<file path="src/rtl/adcr_pkg.sv">
/*
 Constants for the converter result and data-line drive register bank.
 Assumes a byte-wide register port addressed by 8-bit offsets.
*/
package adcr_pkg;
   localparam logic [7:0] ADDR_SYS_RAIL = 8'h3d;
   localparam logic [7:0] ADDR_THERM = 8'h3f;
   localparam logic [7:0] ADDR_DIE_TEMP = 8'h41;
   localparam logic [7:0] ADDR_POS_LINE = 8'h43;
   localparam logic [7:0] ADDR_NEG_LINE = 8'h45;
   localparam logic [7:0] ADDR_DRIVE_CTRL = 8'h47;
   localparam logic [7:0] ADDR_PART_ID = 8'h48;
   localparam int RESULT_W = 16;
   localparam int NUM_RESULTS = 5;
   localparam logic [15:0] RESULT_RESET = 16'h0000;
   localparam logic [7:0] DRIVE_CTRL_RESET = 8'h00;
   localparam int POS_SEL_LSB = 5;
   localparam int NEG_SEL_LSB = 2;
   localparam int RSVD_LSB = 0;
   localparam int SEL_W = 3;
   localparam int RSVD_W = 2;
   localparam int PN_LSB = 3;
   localparam int REV_LSB = 0;
   // Arbitrary neutral identity values
   localparam logic [2:0] PART_NUMBER_CODE = 3'h5;
   localparam logic [2:0] REVISION_CODE = 3'h2;
   localparam logic [2:0] NEG_SEL_RESERVED = 3'h7;
   localparam logic [2:0] SEL_HIGH_IMPEDANCE = 3'h0;
   localparam logic [2:0] POS_SEL_SHORT = 3'h7;
   localparam int STAGES = 3;
endpackage

</file>
<file path="src/rtl/adcr_sync.sv">
/*
 Three-stage synchroniser with a second/third stage agreement filter.
 Assumes the input is asynchronous to ref_clk.
*/
`timescale 1ns/1ps
`default_nettype none
module adcr_sync #(
   parameter int W = 16
) (
   input wire logic ref_clk,
   input wire logic rst_b,
   input wire logic [W-1:0] async_in,
   output logic [W-1:0] sync_out
);
   logic [W-1:0] s1;
   logic [W-1:0] s2;
   logic [W-1:0] s3;
   // Only s2/s3 are compared; s1 feeds s2 alone
   wire logic [W-1:0] agree = ~(s2 ^ s3);
   wire logic [W-1:0] next_out = (s2 & agree) | (sync_out & ~agree);
   always_ff @(posedge ref_clk or negedge rst_b) begin
      if (!rst_b) begin
         s1 <= '0;
         s2 <= '0;
         s3 <= '0;
         sync_out <= '0;
      end else begin
         s1 <= async_in;
         s2 <= s1;
         s3 <= s2;
         sync_out <= next_out;
      end
   end
endmodule
`default_nettype wire

</file>
<file path="src/rtl/adcr_regs.sv">
/*
 Converter result registers, data-line drive control and identification.
 Assumes results arrive from the converter asynchronously with a per-channel
 strobe level, and a simple byte register port on ref_clk.
*/
// How it works
// - System rail result at 0x3d, read-only 16 bits, 1 mV steps, resets zero.
// - Thermistor ratio at 0x3f, read-only 16 bits, resets zero.
// - Die temperature at 0x41, read-only two's complement, 0.5 C steps.
// - Positive data-line voltage at 0x43, read-only 16 bits, resets zero.
// - Negative data-line voltage at 0x45, read-only 16 bits, resets zero.
// - Bits 7..5 of drive register select positive line drive level.
// - Bits 4..2 select negative line drive; code 7 reserved.
// - Drive register at 0x47 resets zero; bits 1..0 reserved read-write.
// - Identification at 0x48: bits 7..6 zero, part number, revision.
`timescale 1ns/1ps
`default_nettype none
module adcr_regs (
   input wire logic ref_clk,
   input wire logic rst_b,
   input wire logic [7:0] reg_addr,
   input wire logic reg_wr,
   input wire logic reg_rd,
   input wire logic [7:0] reg_wdata,
   output logic [7:0] reg_rdata_lo,
   output logic [7:0] reg_rdata_hi,
   output logic reg_rvalid,
   input wire logic [15:0] system_rail_voltage_value,
   input wire logic [15:0] thermistor_ratio_value,
   input wire logic [15:0] die_temperature_value,
   input wire logic [15:0] positive_dataline_voltage_value,
   input wire logic [15:0] negative_dataline_voltage_value,
   input wire logic [4:0] result_load,
   output logic [2:0] positive_line_drive_select,
   output logic [2:0] negative_line_drive_select,
   output logic dataline_short,
   output logic positive_high_impedance,
   output logic negative_high_impedance
);
   localparam int RW = adcr_pkg::RESULT_W;
   localparam int NR = adcr_pkg::NUM_RESULTS;
   // Output reset levels follow from the drive register's own reset value
   localparam logic [2:0] RST_POS =
      adcr_pkg::DRIVE_CTRL_RESET[adcr_pkg::POS_SEL_LSB +: adcr_pkg::SEL_W];
   localparam logic [2:0] RST_NEG =
      adcr_pkg::DRIVE_CTRL_RESET[adcr_pkg::NEG_SEL_LSB +: adcr_pkg::SEL_W];
   localparam logic RST_SHORT = RST_POS == adcr_pkg::POS_SEL_SHORT;
   localparam logic RST_POS_HIZ = RST_POS == adcr_pkg::SEL_HIGH_IMPEDANCE;
   localparam logic RST_NEG_HIZ = (RST_NEG == adcr_pkg::SEL_HIGH_IMPEDANCE) |
      (RST_NEG == adcr_pkg::NEG_SEL_RESERVED);
   logic [RW-1:0] result_reg [NR];
   logic [7:0] dataline_drive_control;
   logic [RW-1:0] raw_in [NR];
   logic [RW-1:0] synced [NR];
   logic [NR-1:0] load_sync;
   logic [NR-1:0] load_prev;

   assign raw_in[0] = system_rail_voltage_value;
   assign raw_in[1] = thermistor_ratio_value;
   assign raw_in[2] = die_temperature_value;
   assign raw_in[3] = positive_dataline_voltage_value;
   assign raw_in[4] = negative_dataline_voltage_value;

   adcr_sync #(.W(NR)) u_load_sync (
      .ref_clk(ref_clk),
      .rst_b(rst_b),
      .async_in(result_load),
      .sync_out(load_sync)
   );

   // Value captured on the rising edge of its synced strobe; data is stable
   // by then since it settled before the strobe.
   genvar g;
   generate
      for (g = 0; g < NR; g++) begin : g_res
         adcr_sync #(.W(RW)) u_data_sync (
            .ref_clk(ref_clk),
            .rst_b(rst_b),
            .async_in(raw_in[g]),
            .sync_out(synced[g])
         );
         wire logic take = load_sync[g] & ~load_prev[g];
         always_ff @(posedge ref_clk or negedge rst_b) begin
            if (!rst_b) begin
               result_reg[g] <= adcr_pkg::RESULT_RESET;
            end else if (take) begin
               result_reg[g] <= synced[g];
            end
         end
      end
   endgenerate

   // Reset low like an idle strobe, so release never fakes a capture
   always_ff @(posedge ref_clk or negedge rst_b) begin
      if (!rst_b) begin
         load_prev <= '0;
      end else begin
         load_prev <= load_sync;
      end
   end

   // Named views of the result registers
   wire logic [15:0] system_rail_voltage_result = result_reg[0];
   wire logic [15:0] thermistor_ratio_result = result_reg[1];
   wire logic [15:0] die_temperature_result = result_reg[2];
   wire logic [15:0] positive_dataline_voltage_result = result_reg[3];
   wire logic [15:0] negative_dataline_voltage_result = result_reg[4];

   // Address decode
   wire logic hit_sys_rail = reg_addr == adcr_pkg::ADDR_SYS_RAIL;
   wire logic hit_therm = reg_addr == adcr_pkg::ADDR_THERM;
   wire logic hit_die_temp = reg_addr == adcr_pkg::ADDR_DIE_TEMP;
   wire logic hit_pos_line = reg_addr == adcr_pkg::ADDR_POS_LINE;
   wire logic hit_neg_line = reg_addr == adcr_pkg::ADDR_NEG_LINE;
   wire logic hit_drive = reg_addr == adcr_pkg::ADDR_DRIVE_CTRL;
   wire logic hit_id = reg_addr == adcr_pkg::ADDR_PART_ID;
   // Only the drive register takes a write; other offsets drop it
   wire logic wr_drive = reg_wr & hit_drive;
   wire logic [2:0] wpos = reg_wdata[adcr_pkg::POS_SEL_LSB +: adcr_pkg::SEL_W];
   wire logic [2:0] wneg = reg_wdata[adcr_pkg::NEG_SEL_LSB +: adcr_pkg::SEL_W];
   wire logic [1:0] wrsvd = reg_wdata[adcr_pkg::RSVD_LSB +: adcr_pkg::RSVD_W];
   // Reserved negative code is stored as written; outputs treat it as off
   wire logic [7:0] next_drive = {wpos, wneg, wrsvd};
   wire logic [7:0] part_identification =
      {2'h0, adcr_pkg::PART_NUMBER_CODE, adcr_pkg::REVISION_CODE};

   // Unmapped offsets and upper bytes of byte registers read zero
   wire logic [15:0] drive_word = {8'h00, dataline_drive_control};
   wire logic [15:0] id_word = {8'h00, part_identification};
   wire logic [15:0] rd_word =
      hit_sys_rail ? system_rail_voltage_result :
      hit_therm ? thermistor_ratio_result :
      hit_die_temp ? die_temperature_result :
      hit_pos_line ? positive_dataline_voltage_result :
      hit_neg_line ? negative_dataline_voltage_result :
      hit_drive ? drive_word :
      hit_id ? id_word : 16'h0000;
   wire logic [7:0] rd_lo = rd_word[7:0];
   wire logic [7:0] rd_hi = rd_word[15:8];

   wire logic [2:0] cur_pos = dataline_drive_control[adcr_pkg::POS_SEL_LSB +: adcr_pkg::SEL_W];
   wire logic [2:0] cur_neg = dataline_drive_control[adcr_pkg::NEG_SEL_LSB +: adcr_pkg::SEL_W];
   wire logic next_short = cur_pos == adcr_pkg::POS_SEL_SHORT;
   wire logic next_pos_hiz = cur_pos == adcr_pkg::SEL_HIGH_IMPEDANCE;
   // Reserved negative code is held off rather than driven to a guess
   wire logic next_neg_hiz = (cur_neg == adcr_pkg::SEL_HIGH_IMPEDANCE) |
                             (cur_neg == adcr_pkg::NEG_SEL_RESERVED);

   // Holds the host's drive choice; only a write to its own offset moves it
   always_ff @(posedge ref_clk or negedge rst_b) begin
      if (!rst_b) begin
         dataline_drive_control <= adcr_pkg::DRIVE_CTRL_RESET;
      end else if (wr_drive) begin
         dataline_drive_control <= next_drive;
      end
   end

   // Every read strobe is answered one cycle later, mapped or not
   always_ff @(posedge ref_clk or negedge rst_b) begin
      if (!rst_b) begin
         reg_rvalid <= '0;
      end else begin
         reg_rvalid <= reg_rd;
      end
   end

   // Read data holds until the next read so a slow host can still take it
   always_ff @(posedge ref_clk or negedge rst_b) begin
      if (!rst_b) begin
         reg_rdata_lo <= '0;
      end else if (reg_rd) begin
         reg_rdata_lo <= rd_lo;
      end
   end

   always_ff @(posedge ref_clk or negedge rst_b) begin
      if (!rst_b) begin
         reg_rdata_hi <= '0;
      end else if (reg_rd) begin
         reg_rdata_hi <= rd_hi;
      end
   end

   always_ff @(posedge ref_clk or negedge rst_b) begin
      if (!rst_b) begin
         positive_line_drive_select <= RST_POS;
      end else begin
         positive_line_drive_select <= cur_pos;
      end
   end

   always_ff @(posedge ref_clk or negedge rst_b) begin
      if (!rst_b) begin
         negative_line_drive_select <= RST_NEG;
      end else begin
         negative_line_drive_select <= cur_neg;
      end
   end

   always_ff @(posedge ref_clk or negedge rst_b) begin
      if (!rst_b) begin
         dataline_short <= RST_SHORT;
      end else begin
         dataline_short <= next_short;
      end
   end

   always_ff @(posedge ref_clk or negedge rst_b) begin
      if (!rst_b) begin
         positive_high_impedance <= RST_POS_HIZ;
      end else begin
         positive_high_impedance <= next_pos_hiz;
      end
   end

   always_ff @(posedge ref_clk or negedge rst_b) begin
      if (!rst_b) begin
         negative_high_impedance <= RST_NEG_HIZ;
      end else begin
         negative_high_impedance <= next_neg_hiz;
      end
   end
endmodule
`default_nettype wire

</file>
<file path="config.mk">
export PLATFORM = sky130hd
export DESIGN_NAME = adcr_regs
export DESIGN_NICKNAME = d
export VERILOG_FILES = /design/src/rtl/adcr_pkg.sv /design/src/rtl/adcr_sync.sv /design/src/rtl/adcr_regs.sv
export SDC_FILE = /design/constraint.sdc
export NUM_CORES = 1
export LEC_CHECK = 0
export BUFFER_PORTS_ARGS = -buffer_cell sky130_fd_sc_hd__buf_4
export CORE_ASPECT_RATIO = 1.25
export CORE_UTILIZATION = 62
export CTS_CLUSTER_SIZE = 10
export DETAILED_ROUTE_END_ITERATION = 7
export PLACE_DENSITY = 0.9
export RECOVER_POWER = 25
export REMOVE_ABC_BUFFERS = 1
export SETUP_SLACK_MARGIN = 0.1
export SYNTH_ARGS = -nofsm -noshare
export SYNTH_HDL_FRONTEND = slang
export SYNTH_HIERARCHICAL = 1
export SYNTH_SLANG_ARGS = --single-unit
</file>
<file path="constraint.sdc">
create_clock -name ref_clk -period 2.8 [get_ports ref_clk]
set_clock_uncertainty 0.05 [all_clocks]
set_input_delay 0.42 -clock ref_clk [delete_from_list [all_inputs] [get_ports ref_clk]]
set_output_delay 0.42 -clock ref_clk [all_outputs]
set_load 0.05 [all_outputs]
</file>
== Word-level counts from Yosys, hierarchy flattened ==
Cells that the tools add are included.

* Eq/ne operators: 9
* Mux-type cells: 7
* Bitwise logic cells: 48
* Reduce and logical (&&, ||, !) cells: 2

{| class="wikitable"
|+ Operators with widths
! operator !! number
|-
| 16-bit AND || 10
|-
| 16-bit NOT || 10
|-
| 16-bit two-way mux || 5
|-
| 16-bit bitwise OR || 5
|-
| 16-bit XOR || 5
|-
| 8-bit by 7-bit equality test with 1-bit output, second input constant || 5
|-
| 8-bit by 6-bit equality test with 1-bit output, second input constant || 2
|-
| 5-bit AND || 2
|-
| 5-bit NOT || 2
|-
| 8-bit two-way mux || 1
|-
| 1-bit AND || 6
|-
| 3-bit equality test, second input constant || 2
|-
| 3-bit zero test || 2
|-
| 6-bit two-way mux || 1
|-
| 1-bit NOT || 5
|-
| 5-bit bitwise OR || 1
|-
| 5-bit XOR || 1
|-
| 1-bit bitwise OR || 1
|}

* Register bits: 459
* Input port bits: 105
* Output and inout port bits: 26
* Logic and storage cells: 105

== Longest topological paths before layout ==
* Word-level depth: 8
* Depth in mapped cells: 7

== Modules after synthesis ==
Netlist, hierarchy kept.

{| class="wikitable"
|+ Modules (own cells, without submodules)
! module !! times used !! cells an instance !! area each (µm²) !! seq. area each (µm²)
|-
| adcr_sync at g_res[0].u_data_sync ... || 5 || 80 || 1,781.7 || 1,601.5
|-
| adcr_regs || 1 || 401 || 5,193.7 || 2,980.4
|-
| adcr_sync at u_load_sync || 1 || 25 || 556.8 || 500.5
|}

== Worst setup path after synthesis ==
Ideal clock, no wire load.

* Path type: in2reg
* From: in reg_addr[5]
* To: reg dataline_drive_control[0]
* Setup time: 125 ps
* Arrival time: 1,871 ps
* Required time: 2,625 ps
* Slack: 754 ps
* Stages: 6
* Path buffers: 2
* Cell sequence: or4b_4 buf_6 nor2_8 and4_4 buf_12 mux2_4

* Word-level cells in the longest chain between the ends: 2

{| class="wikitable"
|+ Ends and longest elaborated chain
! element !! line !! RTL
|-
| start: declaration || adcr_regs.sv:21 || <nowiki>input wire logic [7:0] reg_addr,</nowiki>
|-
| 8-bit by 7-bit equality test with 1-bit output || adcr_regs.sv:115 || <nowiki>wire logic hit_drive = reg_addr == adcr_pkg::ADDR_DRIVE_CTRL;</nowiki>
|-
| 1-bit AND || adcr_regs.sv:118 || <nowiki>wire logic wr_drive = reg_wr & hit_drive;</nowiki>
|-
| end signal: assignment || adcr_regs.sv:152 || <nowiki>dataline_drive_control <= adcr_pkg::DRIVE_CTRL_RESET;</nowiki>
|-
| end signal: assignment || adcr_regs.sv:154 || <nowiki>dataline_drive_control <= next_drive;</nowiki>
|-
| end: declaration || adcr_regs.sv:52 || <nowiki>logic [7:0] dataline_drive_control;</nowiki>
|}

Every way passes these cells.
A chain may end at the register's enable or synchronous reset.

== Worst setup path in the final report ==
* From: in reg_addr[2]
* To: reg reg_rdata_hi[0]

* Word-level cells in the longest chain between the ends: 6
* Elaborated cells on any way between the ends: 10

{| class="wikitable"
|+ Ends and longest elaborated chain
! element !! line !! RTL
|-
| 8-bit by 7-bit equality test with 1-bit output || adcr_regs.sv:114 || <nowiki>wire logic hit_neg_line = reg_addr == adcr_pkg::ADDR_NEG_LINE;</nowiki>
|-
| 16-bit two-way mux || adcr_regs.sv:135 || <nowiki>hit_neg_line ? negative_dataline_voltage_result :</nowiki>
|-
| 16-bit two-way mux || adcr_regs.sv:134 || <nowiki>hit_pos_line ? positive_dataline_voltage_result :</nowiki>
|-
| 16-bit two-way mux || adcr_regs.sv:133 || <nowiki>hit_die_temp ? die_temperature_result :</nowiki>
|-
| 16-bit two-way mux || adcr_regs.sv:132 || <nowiki>hit_therm ? thermistor_ratio_result :</nowiki>
|-
| 16-bit two-way mux (*) || adcr_regs.sv:131 || <nowiki>hit_sys_rail ? system_rail_voltage_result :</nowiki>
|-
| end signal: assignment || adcr_regs.sv:180 || <nowiki>reg_rdata_hi <= rd_hi;</nowiki>
|-
| end: declaration || adcr_regs.sv:26 || <nowiki>output logic [7:0] reg_rdata_hi,</nowiki>
|}

Every way passes the cells marked *; elsewhere a longest branch is shown, timed or not.

==> run metrics <==
run status=finished, final reports clean; Pre-antenna DRT Iters=5; Critical Path End=reg_rdata_hi[0]; CP max FO=31; fin crit share=73.0%; Iter 0 DRT Violations=464; met3 WL=1150 um; vias in the first global route=8850; vias=7688; CTS Buf Count=51; Yosys cell types=40; WL final=29700 um; adder-cell share of the synthesized area=approximately 6.5%; IO Pins=approximately 130; post-synthesis mux area share=7.53%; classification of the worst-slack hold path=in -> reg; drt drc=0; xor and xnor area share after synthesis=0%; min Tclk post-route=2.04 ns; Post-Synthesis Cells=roughly 830; GR Util All Layers=26.5%; dpl ws=~0.39 ns; worst-case reg-to-reg path depth=4; placed cell area=16000 um2; unrepaired setup endpoints after global routing=false; IO buf count=130; f_max=0.489 GHz; CTS HTree Levels=2; Antenna Cells=0; M1 WL=roughly 11000 um; final std cells w/o fill=1376; Starting Density=63.4%; Mean Syn Cell Area=17.7 um2; Worst VDD drop=0.000530 V; first-pass GRT wire length=48300 um; CTS Sinks=around 460; P per Cell Area=808 nW/um2; endpoints failing setup=0; GPL Wtd Cong=0.846; global route overflow=0; Synth Area in Compound Gates=3.62%; Synth Register Bits=about 460; yosys warns=6; startpoint types=input port; Worst Path Class, Setup=in -> reg; row cnt=62; Worst R2R Setup Slack=1.31 ns; root buf cell=clkbuf_16; TNS Setup=0 ns; sequential fraction of the synthesis area=78.4%; # nets final=between 1000 and 1500; reg-to-reg endpoint=reg_rdata_lo[1]; antenna viol nets, final=0; Final Core Density=78.9%; core area=23100 um2; Worst R2R Start=positive_dataline_voltage_result[1]; Reg clk slew, reported paths=about 0.06 ns; Die H=174 um; Die Area=24300 um2; final hold viol count=0; layout cells sized above 1=34.7%; crit path DAT=~2.4 ns; DP Cell Count=1227; met2 routed WL=around 16000 um; Fill cells=1156; DR vias/cell=around 5.6; LEAKAGE=a little over 0.008 uW; Post-CTS Resized=0; Worst slew margin=~47%; highest layer used for signal routing=met4; post-synthesis cell area=14700 um2; simple-gate share of the synthesized area=2.96%; Critical Path End Type=register; Tightest Pin Transition=0.785 ns; max-cap viol count=0; clk_lat worst skew=0.54 ns; initial antenna violation count=0; largest net degree at the start of global routing=87; fin. max-slew vios=0; Horiz. Die Dim=around 140 um; worst-case clock buffer depth=3; Design Area, Final=18200 um2; Setup crit start=reg_addr[2]; setup ws final=0.756 ns; Final HPWL DP=16300 um; area delta synth->final=24.4%; CTS tree=built; drt wl/cell=21.6 um; Critical Path RT=about 3.1 ns; largest family of logic cells by synthesized area=multiplexers; WHS Path Cells=2
## critical path, stage by stage
cell and delay [ns]:
buf_4 0.30, nand4_1 0.19, nor3_1 0.26, nand3_1 0.62, o22ai_1 0.48, a31oi_1 0.09
## layout make-up
cell class	count	area, um2	area share, %
well taps	288	360	1.98
clock buffers	63	1360	7.48
repair buffers	229	1990	10.9
inverters	1	3.75	0.0206
flip-flops and latches	459	11500	63.0
multi-input cells	336	3030	16.6
## where the power goes
group	total (uW)	internal, uW	leakage, uW	switching, uW
Clock	5660	3350	0.000665	2320
Combinational	1290	705	0.00200	589
Sequential	7780	7330	0.00540	452
## synthesized netlist by cell type, drive strengths merged
library cell | n | share of area [%]
or3b | 1 | 0.060
nand4 | 1 | 0.043
o221ai | 2 | 0.12
mux2i | 6 | 0.41
clkbuf | 21 | 0.54
o211ai | 8 | 0.41
dfstp | 2 | 0.36
o22ai | 19 | 0.81
and2 | 1 | 0.043
o2111ai | 3 | 0.18
buf | 9 | 0.43
dfrtp | 457 | 78
or3 | 2 | 0.085
or4b | 2 | 0.16
and4 | 1 | 0.077
inv | 1 | 0.026
o21ai | 22 | 0.75
nand2b | 27 | 1.2
mux2 | 90 | 7.1
a31oi | 16 | 0.68
o21bai | 2 | 0.10
nor2b | 13 | 0.55
maj3 | 85 | 6.5
nand2 | 4 | 0.10
a21oi | 9 | 0.31
nor3 | 2 | 0.068
nor4 | 4 | 0.17
nand3 | 2 | 0.068
or2 | 1 | 0.043
a211oi | 3 | 0.15
nor2 | 7 | 0.29
a21o | 2 | 0.10
and3 | 1 | 0.043
## cells by family (layout without fill, tap and decap cells)
kind of cell               count (synthesis)  in the layout
DFF                                      459            459
and+or+nand+nor                           69             69
muxes                                     96             96
adders and majority gates                 85             85
buffers and inverters                     31            293
AOI/OAI and AO/OA                         86             86
## placed cells by master, fill, tap and decap left out, types with 8 or more instances in the layout
master,count
o22ai_1,19
a31oi_1,16
o21ai_0,19
dfrtp_1,457
mux2_4,8
mux2_2,82
clkbuf_1,10
clkbuf_4,54
o211ai_1,8
clkbuf_16,53
buf_4,84
a21oi_1,9
nor2b_1,13
dlygate4sd3_1,86
nand2b_1,27
maj3_2,85
## routing by layer
| metal | track usage (%) | up-vias |
|---|---|---|
| met4 | 11.9 | 0 |
| met3 | 4.33 | 81 |
| met2 | 47.0 | 241 |
| li1 | - | 3357 |
| met1 | 32.2 | 4009 |
| met5 | 0 | - |
## per-stage QoR
step	hold slack, ns	total power [uW]
2_1_floorplan	0.0744	8390
3_3_place_gp	0.282	8910
3_5_place_dp	0.285	9010
4_1_cts	0.0587	14800
5_1_grt	0.0585	15300
6_report	0.0793	14700
## worst min path at each step
stage,from,endpoint
after floorplan,rst_b,dataline_drive_control[0]
after global placement,g_res[0].u_data_sync/s1[3],g_res[0].u_data_sync/s2[3]
after detailed placement,g_res[0].u_data_sync/s1[11],g_res[0].u_data_sync/s2[11]
after CTS,reg_wdata[1],dataline_drive_control[1]
after global routing,reg_wdata[3],dataline_drive_control[3]
final,reg_wdata[6],dataline_drive_control[6]
## timing repair
item / 4_1_cts / 5_1_grt
hold buffers: 86 / 0
hold endpoints to repair: 137 / 0
buffers inserted: 0 / 0
Note: power is estimated with default switching activity, not from simulation.
